$ cat src/common/amp_ctrl_pkg.sv
`default_nettype none
package amp_ctrl_pkg;
	// Register byte addresses on the serial control interface
	localparam logic [7:0] LEFT_GAIN_ADDR = 8'h00;
	localparam logic [7:0] RIGHT_GAIN_ADDR = 8'h01;
	localparam logic [7:0] MODE_SETTINGS_ADDR = 8'h02;
	localparam logic [7:0] ATTACK_RELEASE_ADDR = 8'h03;
	localparam logic [7:0] LEVEL_CONFIG_ADDR = 8'h04;
	localparam logic [7:0] SOFT_RESET_ADDR = 8'h08;

	// Field positions
	localparam int EDGE_POS = 4;
	localparam int OC_REC_POS = 3;
	localparam int OT_REC_POS = 2;
	localparam int R2B_POS = 1;
	localparam int L2B_POS = 0;
	localparam int RELEASE_POS = 3;
	localparam int ATTACK_POS = 0;
	localparam int LEVEL_EN_POS = 7;
	localparam int COMP_POS = 5;
	localparam int THR_MODE_POS = 4;
	localparam int THR_LEVEL_POS = 0;

	// Reset values
	localparam logic [1:0] EDGE_RST = 2'h0;
	localparam logic OC_REC_RST = 1'b1;
	localparam logic OT_REC_RST = 1'b1;
	localparam logic MIX_RST = 1'b0;
	localparam logic [2:0] RELEASE_RST = 3'h5;
	localparam logic [2:0] ATTACK_RST = 3'h3;
	localparam logic LEVEL_EN_RST = 1'b0;
	localparam logic [1:0] COMP_RST = 2'h2;
	localparam logic THR_MODE_RST = 1'b0;
	localparam logic [3:0] THR_LEVEL_RST = 4'hb;
	localparam logic [5:0] GAIN_RST = 6'h22;

	// Step timing: shortest step of each kind, doubled per code step
	localparam int CLK_PERIOD_NS = 20;
	localparam int ATTACK_STEP_NS = 32000;
	localparam int RELEASE_STEP_NS = 4000000;
	localparam int ATTACK_BASE_CYCLES = ATTACK_STEP_NS / CLK_PERIOD_NS;
	localparam int RELEASE_BASE_CYCLES = RELEASE_STEP_NS / CLK_PERIOD_NS;

	// Arbitrary default 7-bit bus address of this device
	localparam logic [6:0] DEV_ADDR_DEFAULT = 7'h31;

	typedef struct packed {
		logic [1:0] edge_rate;
		logic overcurrent_auto_recover;
		logic overtemp_auto_recover;
		logic right_to_both_mix;
		logic left_to_both_mix;
	} mode_cfg_t;

	typedef struct packed {
		logic [2:0] release_step_time;
		logic [2:0] attack_step_time;
		logic level_control_enable;
		logic [1:0] compressor_curve;
		logic threshold_mode_select;
		logic [3:0] limiter_threshold_level;
	} level_cfg_t;
endpackage : amp_ctrl_pkg
`default_nettype wire

$ cat src/verilog/amp_mode_and_level_control_regs.sv
`default_nettype none
// Summary of operation
// [RULE1] A two-bit edge rate field selects normal edges at code 00 (reset) or one of three slow edge variants.
// [RULE2] Setting the right mix bit sends the right input to both outputs; it resets to off.
// [RULE3] Setting the left mix bit sends the left input to both outputs; it resets to off.
// [RULE4] The three-bit release field sets 4 ms per step at 000, doubling per code to 512 ms, reset 101.
// [RULE5] The three-bit attack field sets 32 us per step at 000, doubling per code to 4 ms, reset 011.
// [RULE6] The level control enable bit hands gain to automatic control when 1 and resets to 0.
// [RULE7] The two-bit compressor field picks limiter, mode one, mode two (reset) or mode three.
// [RULE8] The threshold mode bit picks supply tracking at 0 (reset) or fixed power at 1.
// [RULE9] A four-bit threshold level code picks one of sixteen thresholds and resets to 1011.
// [RULE10] While automatic level control is on, writes to both gain fields are ignored.
// [RULE11] While automatic level control is on, the left gain drives both channels.
// [RULE12] Both fault autorecovery bits reset to 1 and writing 0 turns recovery off.
// [RULE13] Unused upper bits of the mode and attack/release registers read zero and ignore writes.
module amp_mode_and_level_control_regs #(
	parameter logic [6:0] DEV_ADDR = amp_ctrl_pkg::DEV_ADDR_DEFAULT,
	parameter int ATTACK_BASE = amp_ctrl_pkg::ATTACK_BASE_CYCLES,
	parameter int RELEASE_BASE = amp_ctrl_pkg::RELEASE_BASE_CYCLES
) (
	input wire logic I_CLK, // 50 MHz system clock
	input wire logic I_RST, // Asynchronous reset, active high
	input wire logic I_SCL, // Serial clock pin
	input wire logic I_SDA, // Serial data pin, input side
	output logic O_SDA_OUT, // Serial data output level, always low
	output logic O_SDA_OE, // High while pulling serial data low
	output amp_ctrl_pkg::mode_cfg_t O_MODE, // Amplifier mode settings
	output amp_ctrl_pkg::level_cfg_t O_LEVEL, // Level control settings
	output logic [5:0] O_LEFT_GAIN, // Gain applied to left channel
	output logic [5:0] O_RIGHT_GAIN, // Gain applied to right channel
	output logic O_ATTACK_STEP, // One-cycle pulse per attack step
	output logic O_RELEASE_STEP // One-cycle pulse per release step
);
	import amp_ctrl_pkg::*;

	generate
		if (ATTACK_BASE < 1 || RELEASE_BASE < 1 || RELEASE_BASE > 2000000) begin : g_bad_param
			$error("step base counts out of range");
		end
	endgenerate

	typedef enum logic [3:0] {
		S_IDLE, S_ADDR, S_ADDR_ACK, S_PTR, S_PTR_ACK, S_WR, S_WR_ACK, S_RD, S_MST_ACK
	} bus_state_t;

	bus_state_t state;
	logic [2:0] scl_sync;
	logic [2:0] sda_sync;
	logic scl_rise, scl_fall, start_cond, stop_cond;
	logic [7:0] shreg;
	logic [7:0] txreg;
	logic [3:0] bitcnt;
	logic [7:0] ptr;
	logic read_dir;
	logic mst_nack;
	logic wr_pulse;
	logic [7:0] wr_addr;
	logic [7:0] wr_data;
	mode_cfg_t mode;
	level_cfg_t level;
	logic [5:0] left_gain;
	logic [5:0] right_gain;
	logic [31:0] attack_cnt;
	logic [31:0] release_cnt;
	logic [31:0] attack_limit;
	logic [31:0] release_limit;
	logic [7:0] rd_byte;

	// Register read mux, shared by the first byte and every auto-incremented byte
	function automatic logic [7:0] read_reg(input logic [7:0] a, input mode_cfg_t m, input level_cfg_t l,
			input logic [5:0] lg, input logic [5:0] rg);
		logic [7:0] d;
		d = 8'h00;
		unique case (a)
			LEFT_GAIN_ADDR: d = {2'h0, lg};
			RIGHT_GAIN_ADDR: d = {2'h0, rg};
			MODE_SETTINGS_ADDR: d = {2'h0, m}; // RULE13
			ATTACK_RELEASE_ADDR: d = {2'h0, l.release_step_time, l.attack_step_time}; // RULE13
			LEVEL_CONFIG_ADDR: d = {l.level_control_enable, l.compressor_curve, l.threshold_mode_select,
				l.limiter_threshold_level};
			default: d = 8'h00;
		endcase
		return d;
	endfunction : read_reg

	// Byte at the pointer; a named net because a function result cannot be bit-selected
	assign rd_byte = read_reg(ptr, mode, level, left_gain, right_gain);

	////////////////////////////////////////////////////////////////////////////
	// Pin synchronisers; stage 0 feeds only stage 1, stage 2 is kept for edges
	always_ff @(posedge I_CLK or posedge I_RST) begin
		if (I_RST) begin
			scl_sync <= 3'h7;
			sda_sync <= 3'h7;
		end else begin
			scl_sync <= {scl_sync[1:0], I_SCL};
			sda_sync <= {sda_sync[1:0], I_SDA};
		end
	end

	// Bus events seen on the synchronised pins
	assign scl_rise = scl_sync[1] & ~scl_sync[2];
	assign scl_fall = ~scl_sync[1] & scl_sync[2];
	assign start_cond = scl_sync[1] & scl_sync[2] & ~sda_sync[1] & sda_sync[2];
	assign stop_cond = scl_sync[1] & scl_sync[2] & sda_sync[1] & ~sda_sync[2];

	////////////////////////////////////////////////////////////////////////////
	// Serial slave: shift on rising clock, drive data only after falling clock
	always_ff @(posedge I_CLK or posedge I_RST) begin
		if (I_RST) begin
			state <= S_IDLE;
			shreg <= 8'h00;
			txreg <= 8'h00;
			bitcnt <= 4'h0;
			ptr <= 8'h00;
			read_dir <= 1'b0;
			mst_nack <= 1'b1;
			O_SDA_OE <= 1'b0;
			wr_pulse <= 1'b0;
			wr_addr <= 8'h00;
			wr_data <= 8'h00;
		end else begin
			wr_pulse <= 1'b0;
			if (start_cond) begin
				state <= S_ADDR;
				bitcnt <= 4'h0;
				O_SDA_OE <= 1'b0;
			end else if (stop_cond) begin
				state <= S_IDLE;
				O_SDA_OE <= 1'b0;
			end else if (scl_rise) begin
				if (state == S_ADDR || state == S_PTR || state == S_WR) begin
					shreg <= {shreg[6:0], sda_sync[1]};
					bitcnt <= bitcnt + 4'h1;
				end else if (state == S_RD) begin
					bitcnt <= bitcnt + 4'h1;
				end else if (state == S_MST_ACK) begin
					mst_nack <= sda_sync[1];
				end
			end else if (scl_fall) begin
				unique case (state)
					S_IDLE: O_SDA_OE <= 1'b0;
					S_ADDR: if (bitcnt == 4'h8) begin
						// Foreign address: stay off the bus until the next start
						if (shreg[7:1] == DEV_ADDR) begin
							state <= S_ADDR_ACK;
							read_dir <= shreg[0];
							O_SDA_OE <= 1'b1;
						end else begin
							state <= S_IDLE;
						end
					end
					S_ADDR_ACK: begin
						bitcnt <= 4'h0;
						if (read_dir) begin
							state <= S_RD;
							txreg <= rd_byte;
							O_SDA_OE <= ~rd_byte[7];
							ptr <= ptr + 8'h01;
						end else begin
							state <= S_PTR;
							O_SDA_OE <= 1'b0;
						end
					end
					S_PTR: if (bitcnt == 4'h8) begin
						ptr <= shreg;
						state <= S_PTR_ACK;
						O_SDA_OE <= 1'b1;
					end
					S_WR: if (bitcnt == 4'h8) begin
						wr_pulse <= 1'b1;
						wr_addr <= ptr;
						wr_data <= shreg;
						ptr <= ptr + 8'h01;
						state <= S_WR_ACK;
						O_SDA_OE <= 1'b1;
					end
					S_PTR_ACK, S_WR_ACK: begin
						state <= S_WR;
						bitcnt <= 4'h0;
						O_SDA_OE <= 1'b0;
					end
					S_RD: if (bitcnt == 4'h8) begin
						state <= S_MST_ACK;
						O_SDA_OE <= 1'b0;
					end else begin
						O_SDA_OE <= ~txreg[6];
						txreg <= {txreg[6:0], 1'b0};
					end
					S_MST_ACK: if (mst_nack) begin
						state <= S_IDLE;
					end else begin
						state <= S_RD;
						bitcnt <= 4'h0;
						txreg <= rd_byte;
						O_SDA_OE <= ~rd_byte[7];
						ptr <= ptr + 8'h01;
					end
				endcase
			end
		end
	end

	////////////////////////////////////////////////////////////////////////////
	// Mode and level registers; the soft reset address restores every default
	always_ff @(posedge I_CLK or posedge I_RST) begin
		if (I_RST) begin
			mode.edge_rate <= EDGE_RST; // RULE1
			mode.overcurrent_auto_recover <= OC_REC_RST; // RULE12
			mode.overtemp_auto_recover <= OT_REC_RST; // RULE12
			mode.right_to_both_mix <= MIX_RST; // RULE2
			mode.left_to_both_mix <= MIX_RST; // RULE3
			level.release_step_time <= RELEASE_RST; // RULE4
			level.attack_step_time <= ATTACK_RST; // RULE5
			level.level_control_enable <= LEVEL_EN_RST; // RULE6
			level.compressor_curve <= COMP_RST; // RULE7
			level.threshold_mode_select <= THR_MODE_RST; // RULE8
			level.limiter_threshold_level <= THR_LEVEL_RST; // RULE9
			left_gain <= GAIN_RST;
			right_gain <= GAIN_RST;
		end else if (wr_pulse) begin
			unique case (wr_addr)
				MODE_SETTINGS_ADDR: begin
					// Bits 7:6 are dropped here so they can never be stored
					mode.edge_rate <= wr_data[EDGE_POS +: 2]; // RULE1
					mode.overcurrent_auto_recover <= wr_data[OC_REC_POS]; // RULE12
					mode.overtemp_auto_recover <= wr_data[OT_REC_POS]; // RULE12
					mode.right_to_both_mix <= wr_data[R2B_POS]; // RULE2
					mode.left_to_both_mix <= wr_data[L2B_POS]; // RULE3
				end
				ATTACK_RELEASE_ADDR: begin
					level.release_step_time <= wr_data[RELEASE_POS +: 3]; // RULE4 RULE13
					level.attack_step_time <= wr_data[ATTACK_POS +: 3]; // RULE5 RULE13
				end
				LEVEL_CONFIG_ADDR: begin
					level.level_control_enable <= wr_data[LEVEL_EN_POS]; // RULE6
					level.compressor_curve <= wr_data[COMP_POS +: 2]; // RULE7
					level.threshold_mode_select <= wr_data[THR_MODE_POS]; // RULE8
					level.limiter_threshold_level <= wr_data[THR_LEVEL_POS +: 4]; // RULE9
				end
				LEFT_GAIN_ADDR: if (!level.level_control_enable) begin
					left_gain <= wr_data[5:0]; // RULE10
				end
				RIGHT_GAIN_ADDR: if (!level.level_control_enable) begin
					right_gain <= wr_data[5:0]; // RULE10
				end
				SOFT_RESET_ADDR: begin
					mode <= {EDGE_RST, OC_REC_RST, OT_REC_RST, MIX_RST, MIX_RST};
					level <= {RELEASE_RST, ATTACK_RST, LEVEL_EN_RST, COMP_RST, THR_MODE_RST, THR_LEVEL_RST};
					left_gain <= GAIN_RST;
					right_gain <= GAIN_RST;
				end
				default: ;
			endcase
		end
	end

	////////////////////////////////////////////////////////////////////////////
	// Registered outputs; under level control the left gain drives both sides
	always_ff @(posedge I_CLK or posedge I_RST) begin
		if (I_RST) begin
			O_SDA_OUT <= 1'b0;
			O_MODE <= '0;
			O_LEVEL <= '0;
			O_LEFT_GAIN <= 6'h00;
			O_RIGHT_GAIN <= 6'h00;
		end else begin
			O_SDA_OUT <= 1'b0;
			O_MODE <= mode;
			O_LEVEL <= level;
			O_LEFT_GAIN <= left_gain;
			O_RIGHT_GAIN <= level.level_control_enable ? left_gain : right_gain; // RULE11
		end
	end

	////////////////////////////////////////////////////////////////////////////
	// Step timers: base period doubled once per code step, idle while disabled
	assign attack_limit = 32'(ATTACK_BASE) << level.attack_step_time; // RULE5
	assign release_limit = 32'(RELEASE_BASE) << level.release_step_time; // RULE4

	always_ff @(posedge I_CLK or posedge I_RST) begin
		if (I_RST) begin
			attack_cnt <= 32'h0;
			O_ATTACK_STEP <= 1'b0;
		end else if (!level.level_control_enable || attack_cnt >= attack_limit - 32'h1) begin
			// Compare with >= so a shorter code written mid-count takes effect at once
			attack_cnt <= 32'h0;
			O_ATTACK_STEP <= level.level_control_enable;
		end else begin
			attack_cnt <= attack_cnt + 32'h1;
			O_ATTACK_STEP <= 1'b0;
		end
	end

	always_ff @(posedge I_CLK or posedge I_RST) begin
		if (I_RST) begin
			release_cnt <= 32'h0;
			O_RELEASE_STEP <= 1'b0;
		end else if (!level.level_control_enable || release_cnt >= release_limit - 32'h1) begin
			release_cnt <= 32'h0;
			O_RELEASE_STEP <= level.level_control_enable;
		end else begin
			release_cnt <= release_cnt + 32'h1;
			O_RELEASE_STEP <= 1'b0;
		end
	end
endmodule : amp_mode_and_level_control_regs
`default_nettype wire

$ cat config.mk
export PLATFORM = sky130hd
export DESIGN_NAME = amp_mode_and_level_control_regs
export DESIGN_NICKNAME = d
export VERILOG_FILES = /design/src/common/amp_ctrl_pkg.sv /design/src/verilog/amp_mode_and_level_control_regs.sv
export SDC_FILE = /design/constraint.sdc
export NUM_CORES = 1
export LEC_CHECK = 0
export ABC_AREA = 1
export BUFFER_PORTS_ARGS = -buffer_cell sky130_fd_sc_hd__clkbuf_2
export CORE_UTILIZATION = 56
export DETAILED_ROUTE_END_ITERATION = 16
export PLACE_DENSITY = 0.74
export SLEW_MARGIN = 20
export SYNTH_ARGS = -nofsm -noshare
export SYNTH_HDL_FRONTEND = slang
export SYNTH_SLANG_ARGS = --single-unit
$ cat constraint.sdc
create_clock -name I_CLK -period 5.9 [get_ports I_CLK]
set_clock_uncertainty 0.2 [all_clocks]
set_input_delay 0.295 -clock I_CLK [delete_from_list [all_inputs] [get_ports I_CLK]]
set_output_delay 0.295 -clock I_CLK [all_outputs]
set_load 0.05 [all_outputs]
==> run summary <==
layout cells sized above 1 - 9.90%
# rows - 48
wire length per cell - 14.0 um
Root Buffer - clkbuf_16
layout net count - 1,396
post-synth cell types - 47
Slew HR - 37.7%
routability congestion estimate - 0.940
postcts setup bufs - 0
clock sinks - 187
Hold Vio Cnt, Final - 0
PortBufs - 38
top_reg_cell synth - dfrtp_1
YS warnings - 0
initial antenna violation count - 0
effective utilization at floorplan - 58.0%
worst hold margin - 157 ps
Final TNS setup - 0 ps
RSZ-0062 raised after global routing - false
Seq/Total Area, Yosys - 46.4%
CP top delay family - simple AND/OR/NAND/NOR gates
Critical Path RT - 6030 ps
Slowest cell on crit path - dfrtp_1
final-report max-slew violation count - 0
routed vias - 8,240
Seq cells post-synth - 187
H-tree depth - 4
CP max FO - 27
fmax - 0.265 GHz
register area - 4710 um^2
full die area - 18,600 um^2
GRT Util Overall - 25.4%
Max clock buf depth - 2
DRC errors left - 0
worst skew pair latency - 430 ps
area of the multi-input gates - 4860 um^2
Final HPWL DP - 16,200 um
Tcrit/Tclk final - 63.9%
number of global-route vias before repair - 7,747
synthesized area - 10,100 um^2
DRT Pass-1 Iters - 5
minimum clock period - 3770 ps
EDFF count, synth - 0
Die Wd - 137 um
leakage power - 0.00554 uW
drt initial violations - 549
post-cts sizing count - 0
Routed Antenna Nets - 0
Mean Syn Cell Area - 7.97 um^2
cell mode on critical path - nand3_1
Power per Cell Area - 226 nW/um^2
cells after synthesis - 1,272
filler instances - 1,530
status - finished clean
vias per cell - 5.26
first-pass GRT wire length - 37,000 um
largest net degree at the start of global routing - 126
MaxCap Viol Count - 0
Total Wirelength - 22,000 um
min-delay worst type - reg2reg
final setup vio count - 0
CP max stage delay - 610 ps
critical path, cell by cell - inv_1, ha_1, nand2_1, inv_1, nor2_1, nand3_1, nor2_1, nand3_1, nand3_1, ha_1, a21oi_1, nand3_1, a21oi_1, nand3_2, nor2_1
asr flop ratio synth - 100%
Area growth, synth to finish - 10.5%
chip height - 137 um
CTS Buf Count - 17
crit path DAT - 3900 ps
CP Capture Type - flip-flop
Core ar. - 17,500 um^2
Boundary Pins - 40
CP Class - reg2reg
diode count - 0
CTS tree - built
worst-margin pin slew - 934 ps
Startpoint Class - flip-flop
VDD IR-drop max - 215 uV
residual overflow from global routing - 0
Buf+Inv Stages, Crit Path - 2
Worst-path clk slew - 70 ps
## where the power goes
part	switching, uW	internal, uW	total, uW
logic	57.4	15.8	73.2
clock network	498	654	1150
registers	9.86	1300	1310
## Yosys cell counts, types with 3 or more instances
| cell | number | area, um^2 |
|---|---|---|
| nand2_1 | 367 | 1380 |
| a21oi_1 | 29 | 145 |
| o21ai_1 | 20 | 100 |
| nand3_2 | 7 | 70.1 |
| inv_1 | 131 | 492 |
| o21ai_0 | 62 | 310 |
| nor2_2 | 6 | 37.5 |
| buf_2 | 7 | 35.0 |
| nand2_2 | 6 | 37.5 |
| xnor2_1 | 11 | 96.3 |
| a21o_1 | 3 | 22.5 |
| nor3_1 | 25 | 125 |
| nor2_1 | 174 | 653 |
| clkbuf_1 | 10 | 37.5 |
| dfrtp_1 | 166 | 4150 |
| dfstp_2 | 21 | 552 |
| ha_1 | 61 | 763 |
| nor4_1 | 3 | 18.8 |
| nand3_1 | 62 | 310 |
| a31oi_1 | 3 | 18.8 |
| nand4_1 | 17 | 106 |
| o21ai_2 | 6 | 52.6 |
| inv_2 | 7 | 26.3 |
| xor2_1 | 32 | 280 |
| nand3b_1 | 5 | 37.5 |
## sequential cells by signal, indices dropped and copies added (netlist names), 7 cells and up
name         flops
O_LEVEL         14
attack_cnt      32
level           14
ptr              8
release_cnt     32
shreg            8
txreg            7
wr_addr          8
wr_data          8
## area by class of cell
class	instances	area share, %
multi-input combinational	941	43.3
sequential	187	42.0
inverter	141	4.83
clock buffer	21	4.11
tap	225	2.51
timing repair buffer	42	2.03
clock inverter	11	1.18
## final timing paths
kind,cells past startpoint,slack (ps),end,from
setup reg to reg,15,2130,release_cnt[17],level[12]
setup / recovery,15,2130,release_cnt[17],level[12]
min in group asynchronous,3,410,attack_cnt[3],I_RST
hold / removal,0,160,sda_sync[1],sda_sync[0]
hold reg to reg,0,160,sda_sync[1],sda_sync[0]
max in group asynchronous,4,3790,shreg[5],I_RST
## worst reg2reg max path, delay by kind of cell, from the launching register on
family	cells	cell delay (ps)
compound gates	2	330
simple gates	9	1640
fa+ha+maj	2	590
flops	1	610
buf+inv	2	300
## cell usage in the layout, fill, tap and decap left out, types with 3 or more instances in the layout
master	Yosys	routed
inv_2	7	7
nand4_1	17	17
nor4_1	3	3
dfstp_2	21	21
nand3_2	7	8
nand2_1	367	367
o21ai_2	6	6
o21ai_1	20	21
nand3_1	62	61
dlygate4sd3_1	0	3
clkbuf_2	0	38
nor2_2	6	6
nand3b_1	5	5
clkbuf_16	0	17
a21o_1	3	3
nor3_1	25	25
inv_6	0	5
a21oi_1	29	29
inv_1	131	130
o21ai_0	62	61
a31oi_1	3	3
conb_1	1	19
xnor2_1	11	11
dfrtp_1	166	166
nand2_2	6	6
xor2_1	32	32
nor2_1	174	174
ha_1	61	61
## cell families after synthesis
| logic type | count (synthesis) | share of synthesized area (%) |
|---|---|---|
| AND/OR/NAND/NOR | 683 | 28.5 |
| flip-flops | 187 | 46.4 |
| buffers and inverters | 162 | 6.39 |
| AO/OA/AOI/OAI | 134 | 7.26 |
| adder cells (fa/ha/maj) | 62 | 7.73 |
| XOR/XNOR | 43 | 3.71 |
| other | 1 | 0.0370 |
## timing repair
item                                   CTS  global route
hold buffers                             3             0
setup endpoints to repair                0             0
endpoints found under the hold margin  109             0
## metrics by stage
step	setup WS (ps)	instances	instance area (um^2)	util [%]	total power, uW
after floorplan	354	1290	10200	-	1390
after global placement	2290	1533	10600	60.5	1400
after detailed placement	2130	1533	10600	60.5	1410
after CTS	2100	1568	11200	64.1	2560
after global routing	1730	1568	11200	64.1	2620
final	2130	1568	11200	64.1	2530
## routing by layer
metal  track usage [%]  vias to the layer above  wire length, um
li1                  -                     4143                -
met1              34.9                     3852            10400
met2              41.4                      212            10300
met3              4.19                       33              927
met4              7.59                        0              363
met5                 0                        -                0
Power figures use the tool's default switching activity.
